`src/include/rbc_map.svh`:
```
// Purpose: Offsets, field positions, reset values and timing of the reference buffer control.
// Assumes: APB with 32-bit data, one aligned word per register.
// Notes:   Definitions only; included by bare name.
`ifndef RBC_MAP_SVH
`define RBC_MAP_SVH

// Register byte offsets.
`define RBC_CTRL_OFS     12'h000
`define RBC_STAT_OFS     12'h004

// Control register field positions.
`define RBC_CTRL_ON      0
`define RBC_CTRL_BYPASS  1
`define RBC_CTRL_HIZ     2
`define RBC_CTRL_BOOST   3
`define RBC_CTRL_W       4

// Control reset value: buffer off, switch open, high impedance off, boost off.
`define RBC_CTRL_RST     4'h0

// Status register field positions.
`define RBC_STAT_DRIVE   0
`define RBC_STAT_SWITCH  1
`define RBC_STAT_ISOL    2
`define RBC_STAT_READY   3
`define RBC_STAT_CHARGE  4
`define RBC_STAT_HIZMISS 5
`define RBC_STAT_W       6

// Clock period and buffer turn-on times, in nanoseconds.
`define RBC_CLK_NS       100
`define RBC_TURNON_NS    100000
`define RBC_BOOST_NS     25000

`endif

```
`src/include/rbc_pkg.sv`:
```
// Purpose: Types shared by the reference buffer control modules.
// Assumes: Numbers live in rbc_map.svh.
// Notes:   Structs are packed so they map straight onto register bits.
package rbc_pkg;

  // Software control bits, MSB first so bit 0 is the buffer enable.
  typedef struct packed {
    logic buffer_boost_bit;
    logic high_impedance_input_bit;
    logic buffer_bypass_bit;
    logic buffer_on_bit;
  } rbc_ctrl_t;

  // Controls driven into the analog reference path.
  typedef struct packed {
    logic buf_en;
    logic sw_close;
    logic hiz_en;
    logic boost_en;
    logic ext_isolate;
  } rbc_ana_t;

  // Buffer settling state.
  typedef enum logic [1:0] {
    RBC_OFF,
    RBC_CHARGE,
    RBC_READY
  } rbc_state_t;

  // Settling wait chosen by boost; boost charges the capacitor faster.
  function automatic logic [9:0] rbc_settle_cycles(input logic boost,
                                                   input logic [9:0] slow,
                                                   input logic [9:0] fast);
    rbc_settle_cycles = boost ? fast : slow;
  endfunction

endpackage

```
`src/design/rbc_path.sv`:
```
// Purpose: Registers the analog switch and bias controls from the control bits.
// Assumes: Control bits come from logic on the same clock.
// Notes:   Buffer enable wins over bypass so the switch never shorts the buffer.
`timescale 1ns/1ps
`include "rbc_map.svh"

module rbc_path
  import rbc_pkg::*;
(
  // Clock and reset.
  input  wire logic      clk_sys,
  input  wire logic      rst,
  // Control bits.
  input  wire rbc_ctrl_t cfg,
  // Analog controls.
  output rbc_ana_t       ana
);

  rbc_ana_t ana_d;
  rbc_ana_t ana_q;

  // Switch and bias decode.
  assign ana_d.buf_en      = cfg.buffer_on_bit;
  assign ana_d.sw_close    = cfg.buffer_bypass_bit & ~cfg.buffer_on_bit;
  assign ana_d.hiz_en      = cfg.high_impedance_input_bit;
  assign ana_d.boost_en    = cfg.buffer_boost_bit & cfg.buffer_on_bit;
  assign ana_d.ext_isolate = cfg.buffer_on_bit | cfg.buffer_bypass_bit;

  // Output flops; reset leaves everything off and the switch open.
  always_ff @(posedge clk_sys) begin
    if (rst) begin
      ana_q <= '0;
    end else begin
      ana_q <= ana_d;
    end
  end

  assign ana = ana_q;
endmodule // rbc_path

```
`src/design/rbc_top.sv`:
```
// Purpose: Reference buffer control with an APB register slave.
// Assumes: clk_sys at 10 MHz, synchronous active-high reset, APB from the same clock.
// Notes:   Status shows the analog path and whether the buffer has settled.
// How it works
// - Buffer off after power-up and every reset.
// - Power-up clears the buffer enable bit.
// - Enable bit starts buffer charging reference node.
// - Bypass without buffer closes the bypass switch.
// - Boost raises buffer current, faster charging.
// - Buffer in use isolates reference node externally.
`timescale 1ns/1ps
`include "rbc_map.svh"

module rbc_top
  import rbc_pkg::*;
(
  // Clock and reset.
  input  wire logic        clk_sys,
  input  wire logic        rst,
  // APB slave.
  input  wire logic        psel,
  input  wire logic        penable,
  input  wire logic        pwrite,
  input  wire logic [11:0] paddr,
  input  wire logic [31:0] pwdata,
  output logic      [31:0] prdata,
  output logic             pready,
  output logic             pslverr,
  // Analog reference path controls.
  output logic             buf_enable,
  output logic             bypass_switch_close,
  output logic             hiz_enable,
  output logic             boost_enable,
  output logic             ref_isolate,
  // Buffer settled flag.
  output logic             ref_ready
);

  // Turn-on waits, rounded up to whole clock cycles.
  localparam logic [9:0] TURNON_CYC =
    10'((`RBC_TURNON_NS + `RBC_CLK_NS - 1) / `RBC_CLK_NS);
  localparam logic [9:0] BOOST_CYC =
    10'((`RBC_BOOST_NS + `RBC_CLK_NS - 1) / `RBC_CLK_NS);

  rbc_ctrl_t  ctrl_q;
  rbc_ctrl_t  ctrl_d;
  rbc_ana_t   ana;
  rbc_state_t st_q;
  rbc_state_t st_d;
  logic [9:0] cnt_q;
  logic [9:0] cnt_d;
  logic [31:0] prdata_q;
  logic [31:0] prdata_d;
  logic        pready_q;
  logic        pslverr_q;
  logic        pslverr_d;
  logic        ready_q;

  // APB decode; a request is answered one cycle after its setup phase.
  wire logic setup    = psel & ~penable;
  wire logic access   = psel & penable & pready_q;
  wire logic sel_ctrl = (paddr == `RBC_CTRL_OFS);
  wire logic sel_stat = (paddr == `RBC_STAT_OFS);
  wire logic mapped   = sel_ctrl | sel_stat;
  wire logic wr_ctrl  = access & pwrite & sel_ctrl;

  // Status word built from the registered path state.
  wire logic [`RBC_STAT_W-1:0] stat_w = {
    ana.buf_en & ~ana.hiz_en,
    st_q == RBC_CHARGE,
    ready_q,
    ana.ext_isolate,
    ana.sw_close,
    ana.buf_en
  };

  // Read data mux; unmapped addresses read zero and answer with an error.
  assign prdata_d = sel_ctrl ? {28'h0000000, ctrl_q} :
                    sel_stat ? {26'h0, stat_w} : 32'h00000000;
  assign pslverr_d = ~mapped;

  // Next control value: only a completed write to the control word changes it.
  assign ctrl_d = wr_ctrl ? rbc_ctrl_t'(pwdata[`RBC_CTRL_W-1:0]) : ctrl_q;

  // Control register; reset returns the buffer to off with switch open.
  always_ff @(posedge clk_sys) begin
    if (rst) begin
      ctrl_q <= rbc_ctrl_t'(`RBC_CTRL_RST);
    end else begin
      ctrl_q <= ctrl_d;
    end
  end

  // Bus answer flops; pready rises for the access phase only.
  always_ff @(posedge clk_sys) begin
    if (rst) begin
      pready_q  <= 1'b0;
      pslverr_q <= 1'b0;
      prdata_q  <= 32'h00000000;
    end else begin
      pready_q  <= setup;
      pslverr_q <= setup & pslverr_d;
      prdata_q  <= (setup & ~pwrite) ? prdata_d : 32'h00000000;
    end
  end

  // The analog path registers its own controls from the control bits.
  rbc_path u_path (
    .clk_sys (clk_sys),
    .rst     (rst),
    .cfg     (ctrl_q),
    .ana     (ana)
  );

  // Settling sequencer. Charging restarts from the full wait each time the
  // buffer is turned on, since the capacitor may have drooped while it was off.
  // Boost sampled at the enable edge picks the shorter wait; a later change of
  // boost does not rescale a charge already under way.
  always_comb begin
    st_d  = st_q;
    cnt_d = cnt_q;
    unique case (st_q)
      RBC_OFF: begin
        if (ctrl_q.buffer_on_bit) begin
          st_d  = RBC_CHARGE;
          cnt_d = rbc_settle_cycles(ctrl_q.buffer_boost_bit, TURNON_CYC, BOOST_CYC);
        end
      end
      RBC_CHARGE: begin
        if (!ctrl_q.buffer_on_bit) begin
          st_d  = RBC_OFF;
          cnt_d = 10'h000;
        end else if (cnt_q == 10'h001) begin
          st_d  = RBC_READY;
          cnt_d = 10'h000;
        end else begin
          cnt_d = cnt_q - 10'h001;
        end
      end
      RBC_READY: begin
        if (!ctrl_q.buffer_on_bit) begin
          st_d = RBC_OFF;
        end
      end
    endcase
  end

  // Sequencer state.
  always_ff @(posedge clk_sys) begin
    if (rst) begin
      st_q  <= RBC_OFF;
      cnt_q <= 10'h000;
    end else begin
      st_q  <= st_d;
      cnt_q <= cnt_d;
    end
  end

  // Settled flag is registered from the next state, so it rises together with the state and is a clean flop output.
  always_ff @(posedge clk_sys) begin
    if (rst) begin
      ready_q <= 1'b0;
    end else begin
      ready_q <= (st_d == RBC_READY);
    end
  end

  // Output wiring; every analog control already comes from a flop in the path.
  assign prdata              = prdata_q;
  assign pready              = pready_q;
  assign pslverr             = pslverr_q;
  assign buf_enable          = ana.buf_en;
  assign bypass_switch_close = ana.sw_close;
  assign hiz_enable          = ana.hiz_en;
  assign boost_enable        = ana.boost_en;
  assign ref_isolate         = ana.ext_isolate;
  assign ref_ready           = ready_q;
endmodule // rbc_top

```
`config.mk`:
```
export PLATFORM = sky130hd
export DESIGN_NAME = rbc_top
export DESIGN_NICKNAME = d
export VERILOG_FILES = /design/src/include/rbc_pkg.sv /design/src/design/rbc_path.sv /design/src/design/rbc_top.sv
export VERILOG_INCLUDE_DIRS = /design/src /design/src/include
export SDC_FILE = /design/constraint.sdc
export NUM_CORES = 1
export LEC_CHECK = 0
export BUFFER_PORTS_ARGS = -buffer_cell sky130_fd_sc_hd__clkbuf_2
export CORE_UTILIZATION = 36
export CTS_BUF_LIST = sky130_fd_sc_hd__clkbuf_8
export DETAILED_ROUTE_END_ITERATION = 8
export PLACE_DENSITY = 0.66
export SLEW_MARGIN = 20
export SYNTH_ARGS = -nofsm -noshare
export SYNTH_HDL_FRONTEND = slang
export SYNTH_SLANG_ARGS = --single-unit
```
`constraint.sdc`:
```
create_clock -name clk_sys -period 1.9 [get_ports clk_sys]
set_input_delay 0.57 -clock clk_sys [delete_from_list [all_inputs] [get_ports clk_sys]]
set_output_delay 0.57 -clock clk_sys [all_outputs]
set_load 0.05 [all_outputs]
```
==> impl_metrics.tcl <==
set metrics [dict create \
    status "finished clean" \
    route.detailed.drc 0 \
    p_sw_share_pct 24.0 \
    finalCritPeriodShare_pct 89.2 \
    holdCritPathClass "flip-flop to flip-flop" \
    seq_area_frac_synth_pct 36.1 \
    viasPerCell 4.81 \
    whs_ns 0.428 \
    whs_path_depth 1 \
    synth_most_common_cell "dfxtp_1" \
    p_leak_nw 0.837 \
    holdCritStartpoint "u_path.ana[2]" \
    synthArstFlopShare_pct 0 \
    yosys_warnings 0 \
    synth_area_mm2 0.00167 \
    grt_pass1_wl_um 5550 \
    cts_buffers 5 \
    n_antenna_cell 0 \
    routed_wl_um 3250 \
    ys_types 43 \
    power.switching_w 0.000382 \
    cts.reportedPaths.clkPinSlew_ns 0.07 \
    drv_cap 0 \
    syn_avg_cell_area_um2 8.41 \
    synth-seq-cells 30 \
    synth_edf_count 0 \
    grt.total_usage_pct 14.3 \
    start_util_pct 37.7 \
    start_kind "flip-flop" \
    cts_buffer_depth 2 \
    yosys-top-cells-count "dfxtp_1 (30), buf_4 (26), nor2_1 (20), a21oi_1 (14), nand2_1 (10)" \
    place_ws_ns 0.0587 \
    peakVddDrop_v 0.000343 \
    reg2regPathDepth 6 \
    cts-root-buf "clkbuf_8" \
    p_per_area_mw_per_mm2 805 \
    setup_ws_ns 0.206 \
    rows 24 \
    hpwl_um 2520 \
    wire_per_inst_um 11.1 \
    netlist_instances 198 \
    synth_top_area_cell "dfxtp_1" \
    worstPathRequired_ns 2.09 \
    synthFlopType "dfxtp_1" \
    core_mm2 0.00441 \
    synth_top_cell_area_share_pct 36.1 \
    power.share.clock_pct 50.0 \
    power_frac_comb_pct 10.4 \
    num-nets-final 294 \
    cts_max_level 2 \
    worst-r2r-setup-slack_ns 0.21 \
    dieArea_mm2 0.00490 \
    setup_tns_ns 0 \
    slew_violations 0 \
    gp_congestion 0.743 \
    rsz0062_at_grt "no" \
    grt_max_degree 15 \
    r2r_end "cnt_q[8]" \
    critPathArrivalTime_ns 1.88 \
    hold_violations 0 \
    cts_sinks 30 \
    min_to "prdata[5]" \
    skew_ns 0.00571 \
    overflow 0 \
    grt_pass1_vias 1255 \
    share_seq_of_total_power_pct 39.6 \
    dr.pass1.iters 4 \
    fmax_mhz 590 \
    port_buffers 34 \
    grt_antenna_before_repair 0 \
    setup_violations 0 \
    die_h_um 70.0 \
    syn_to_final_growth_pct 18.9 \
    postRouteAntennaNets 0 \
    min_period_ns 1.69 \
    reg2reg_from "st_q[1]" \
    cp-startpoint "st_q[1]" \
    ios 89 \
    drt_iter0_markers 78 \
    cp_max_fo 6 \
    drive_above_1_share_pct 25.7 \
    crit_type "flip-flop to flip-flop" \
    die_x_um 70.0 \
    clock_latency_ns 0.28 \
    ys_top_cells_by_area "dfxtp_1 (36%), buf_4 (12%), nor2_1 (4.5%), a21oi_1 (4.2%), nor4_4 (3.8%)" \
    cts_tree "yes" \
    internal_power_w 0.00121 \
    post_cts_buffers 0 \
    vias 1410 \
    worstSetupEndpointType "flip-flop" \
]
-- worst max-delay path by stage --
stage	end
2_1_floorplan	prdata[5]
3_3_place_gp	prdata[5]
3_5_place_dp	prdata[5]
4_1_cts	cnt_q[8]
5_1_grt	cnt_q[9]
6_report	cnt_q[8]
-- logic make-up after synthesis --
logic type / count (synthesis) / share of synthesized area, %
simple gates: 73 / 25.7
buf+inv: 43 / 15.9
compound gates: 41 / 15.4
flops: 30 / 36.1
fa+ha+maj: 5 / 3.76
mux: 4 / 2.48
other cells: 1 / 0.225
xor+xnor: 1 / 0.526
-- state kept, by name, summed over array words and instances, names as in the netlist --
name / flops
ctrl_q: 4
st_q: 2
cnt_q: 10
pslverr: 1
prdata: 6
pready: 1
ref_ready: 1
u_path.ana: 5
-- timing repair --
item | in CTS | in global routing
endpoints found under the hold margin | 0 | 0
setup endpoints to repair | 0 | 2
hold buffers | 0 | 0
gates resized for setup | 0 | 1
-- cells in the final DEF, fill, tap and decap left out, drive strengths merged, types with 3 or more instances in the layout --
master,count
a31oi,4
nor4,6
o21ai,9
nor2b,5
nor2,20
nand3b,3
ha,5
dfxtp,30
a21oi,14
nand4,4
nand2,10
nor3,7
clkbuf,40
mux2i,3
buf,9
nand3,9
a211oi,3
inv,10
conb,26
-- metal layers --
| layer | vias up | share of wire (%) | global-route usage, % |
|---|---|---|---|
| met5 | - | 0 | 0 |
| met4 | 0 | 2.3 | 8.00 |
| met3 | 8 | 2.8 | 3.17 |
| met2 | 34 | 47 | 23.2 |
| met1 | 640 | 48 | 17.4 |
| li1 | 728 | - | - |
-- stage by stage --
stage | power [W] | std cells | util (%) | area (um2)
final | 0.00160 | 293 | 44.9 | 1980
after global routing | 0.00164 | 293 | 44.9 | 1980
after CTS | 0.00161 | 293 | 44.8 | 1980
after detailed placement | 0.000811 | 285 | 41.6 | 1840
after global placement | 0.000810 | 285 | 41.6 | 1840
after floorplan | 0.000819 | 223 | - | 1760
-- power by group through the flow --
stage          Clock [W]  Combinational (W)  Sequential (W)
6_report        0.000798           0.000166        0.000631
5_1_grt         0.000841           0.000173        0.000631
4_1_cts         0.000815           0.000166        0.000631
3_5_place_dp           0           0.000166        0.000645
3_3_place_gp           0           0.000165        0.000645
2_1_floorplan          0           0.000168        0.000651
-- worst max-delay path: stages (launching register included) --
cell	delay, ns
dfxtp_1	0.33
inv_1	0.10
ha_2	0.25
mux2_2	0.37
a22oi_2	0.22
a21oi_1	0.08
nor4_1	0.25
-- layout make-up --
type	count	area, um2
Clock buffer	6	82.6
Fill cell	439	2430
Tap cell	52	65.1
Sequential cell	30	601
Clock inverter	2	60.1
Timing Repair Buffer	43	238
Inverter	10	37.5
Multi-Input combinational cell	150	897
(Power assumes the default switching activity.)
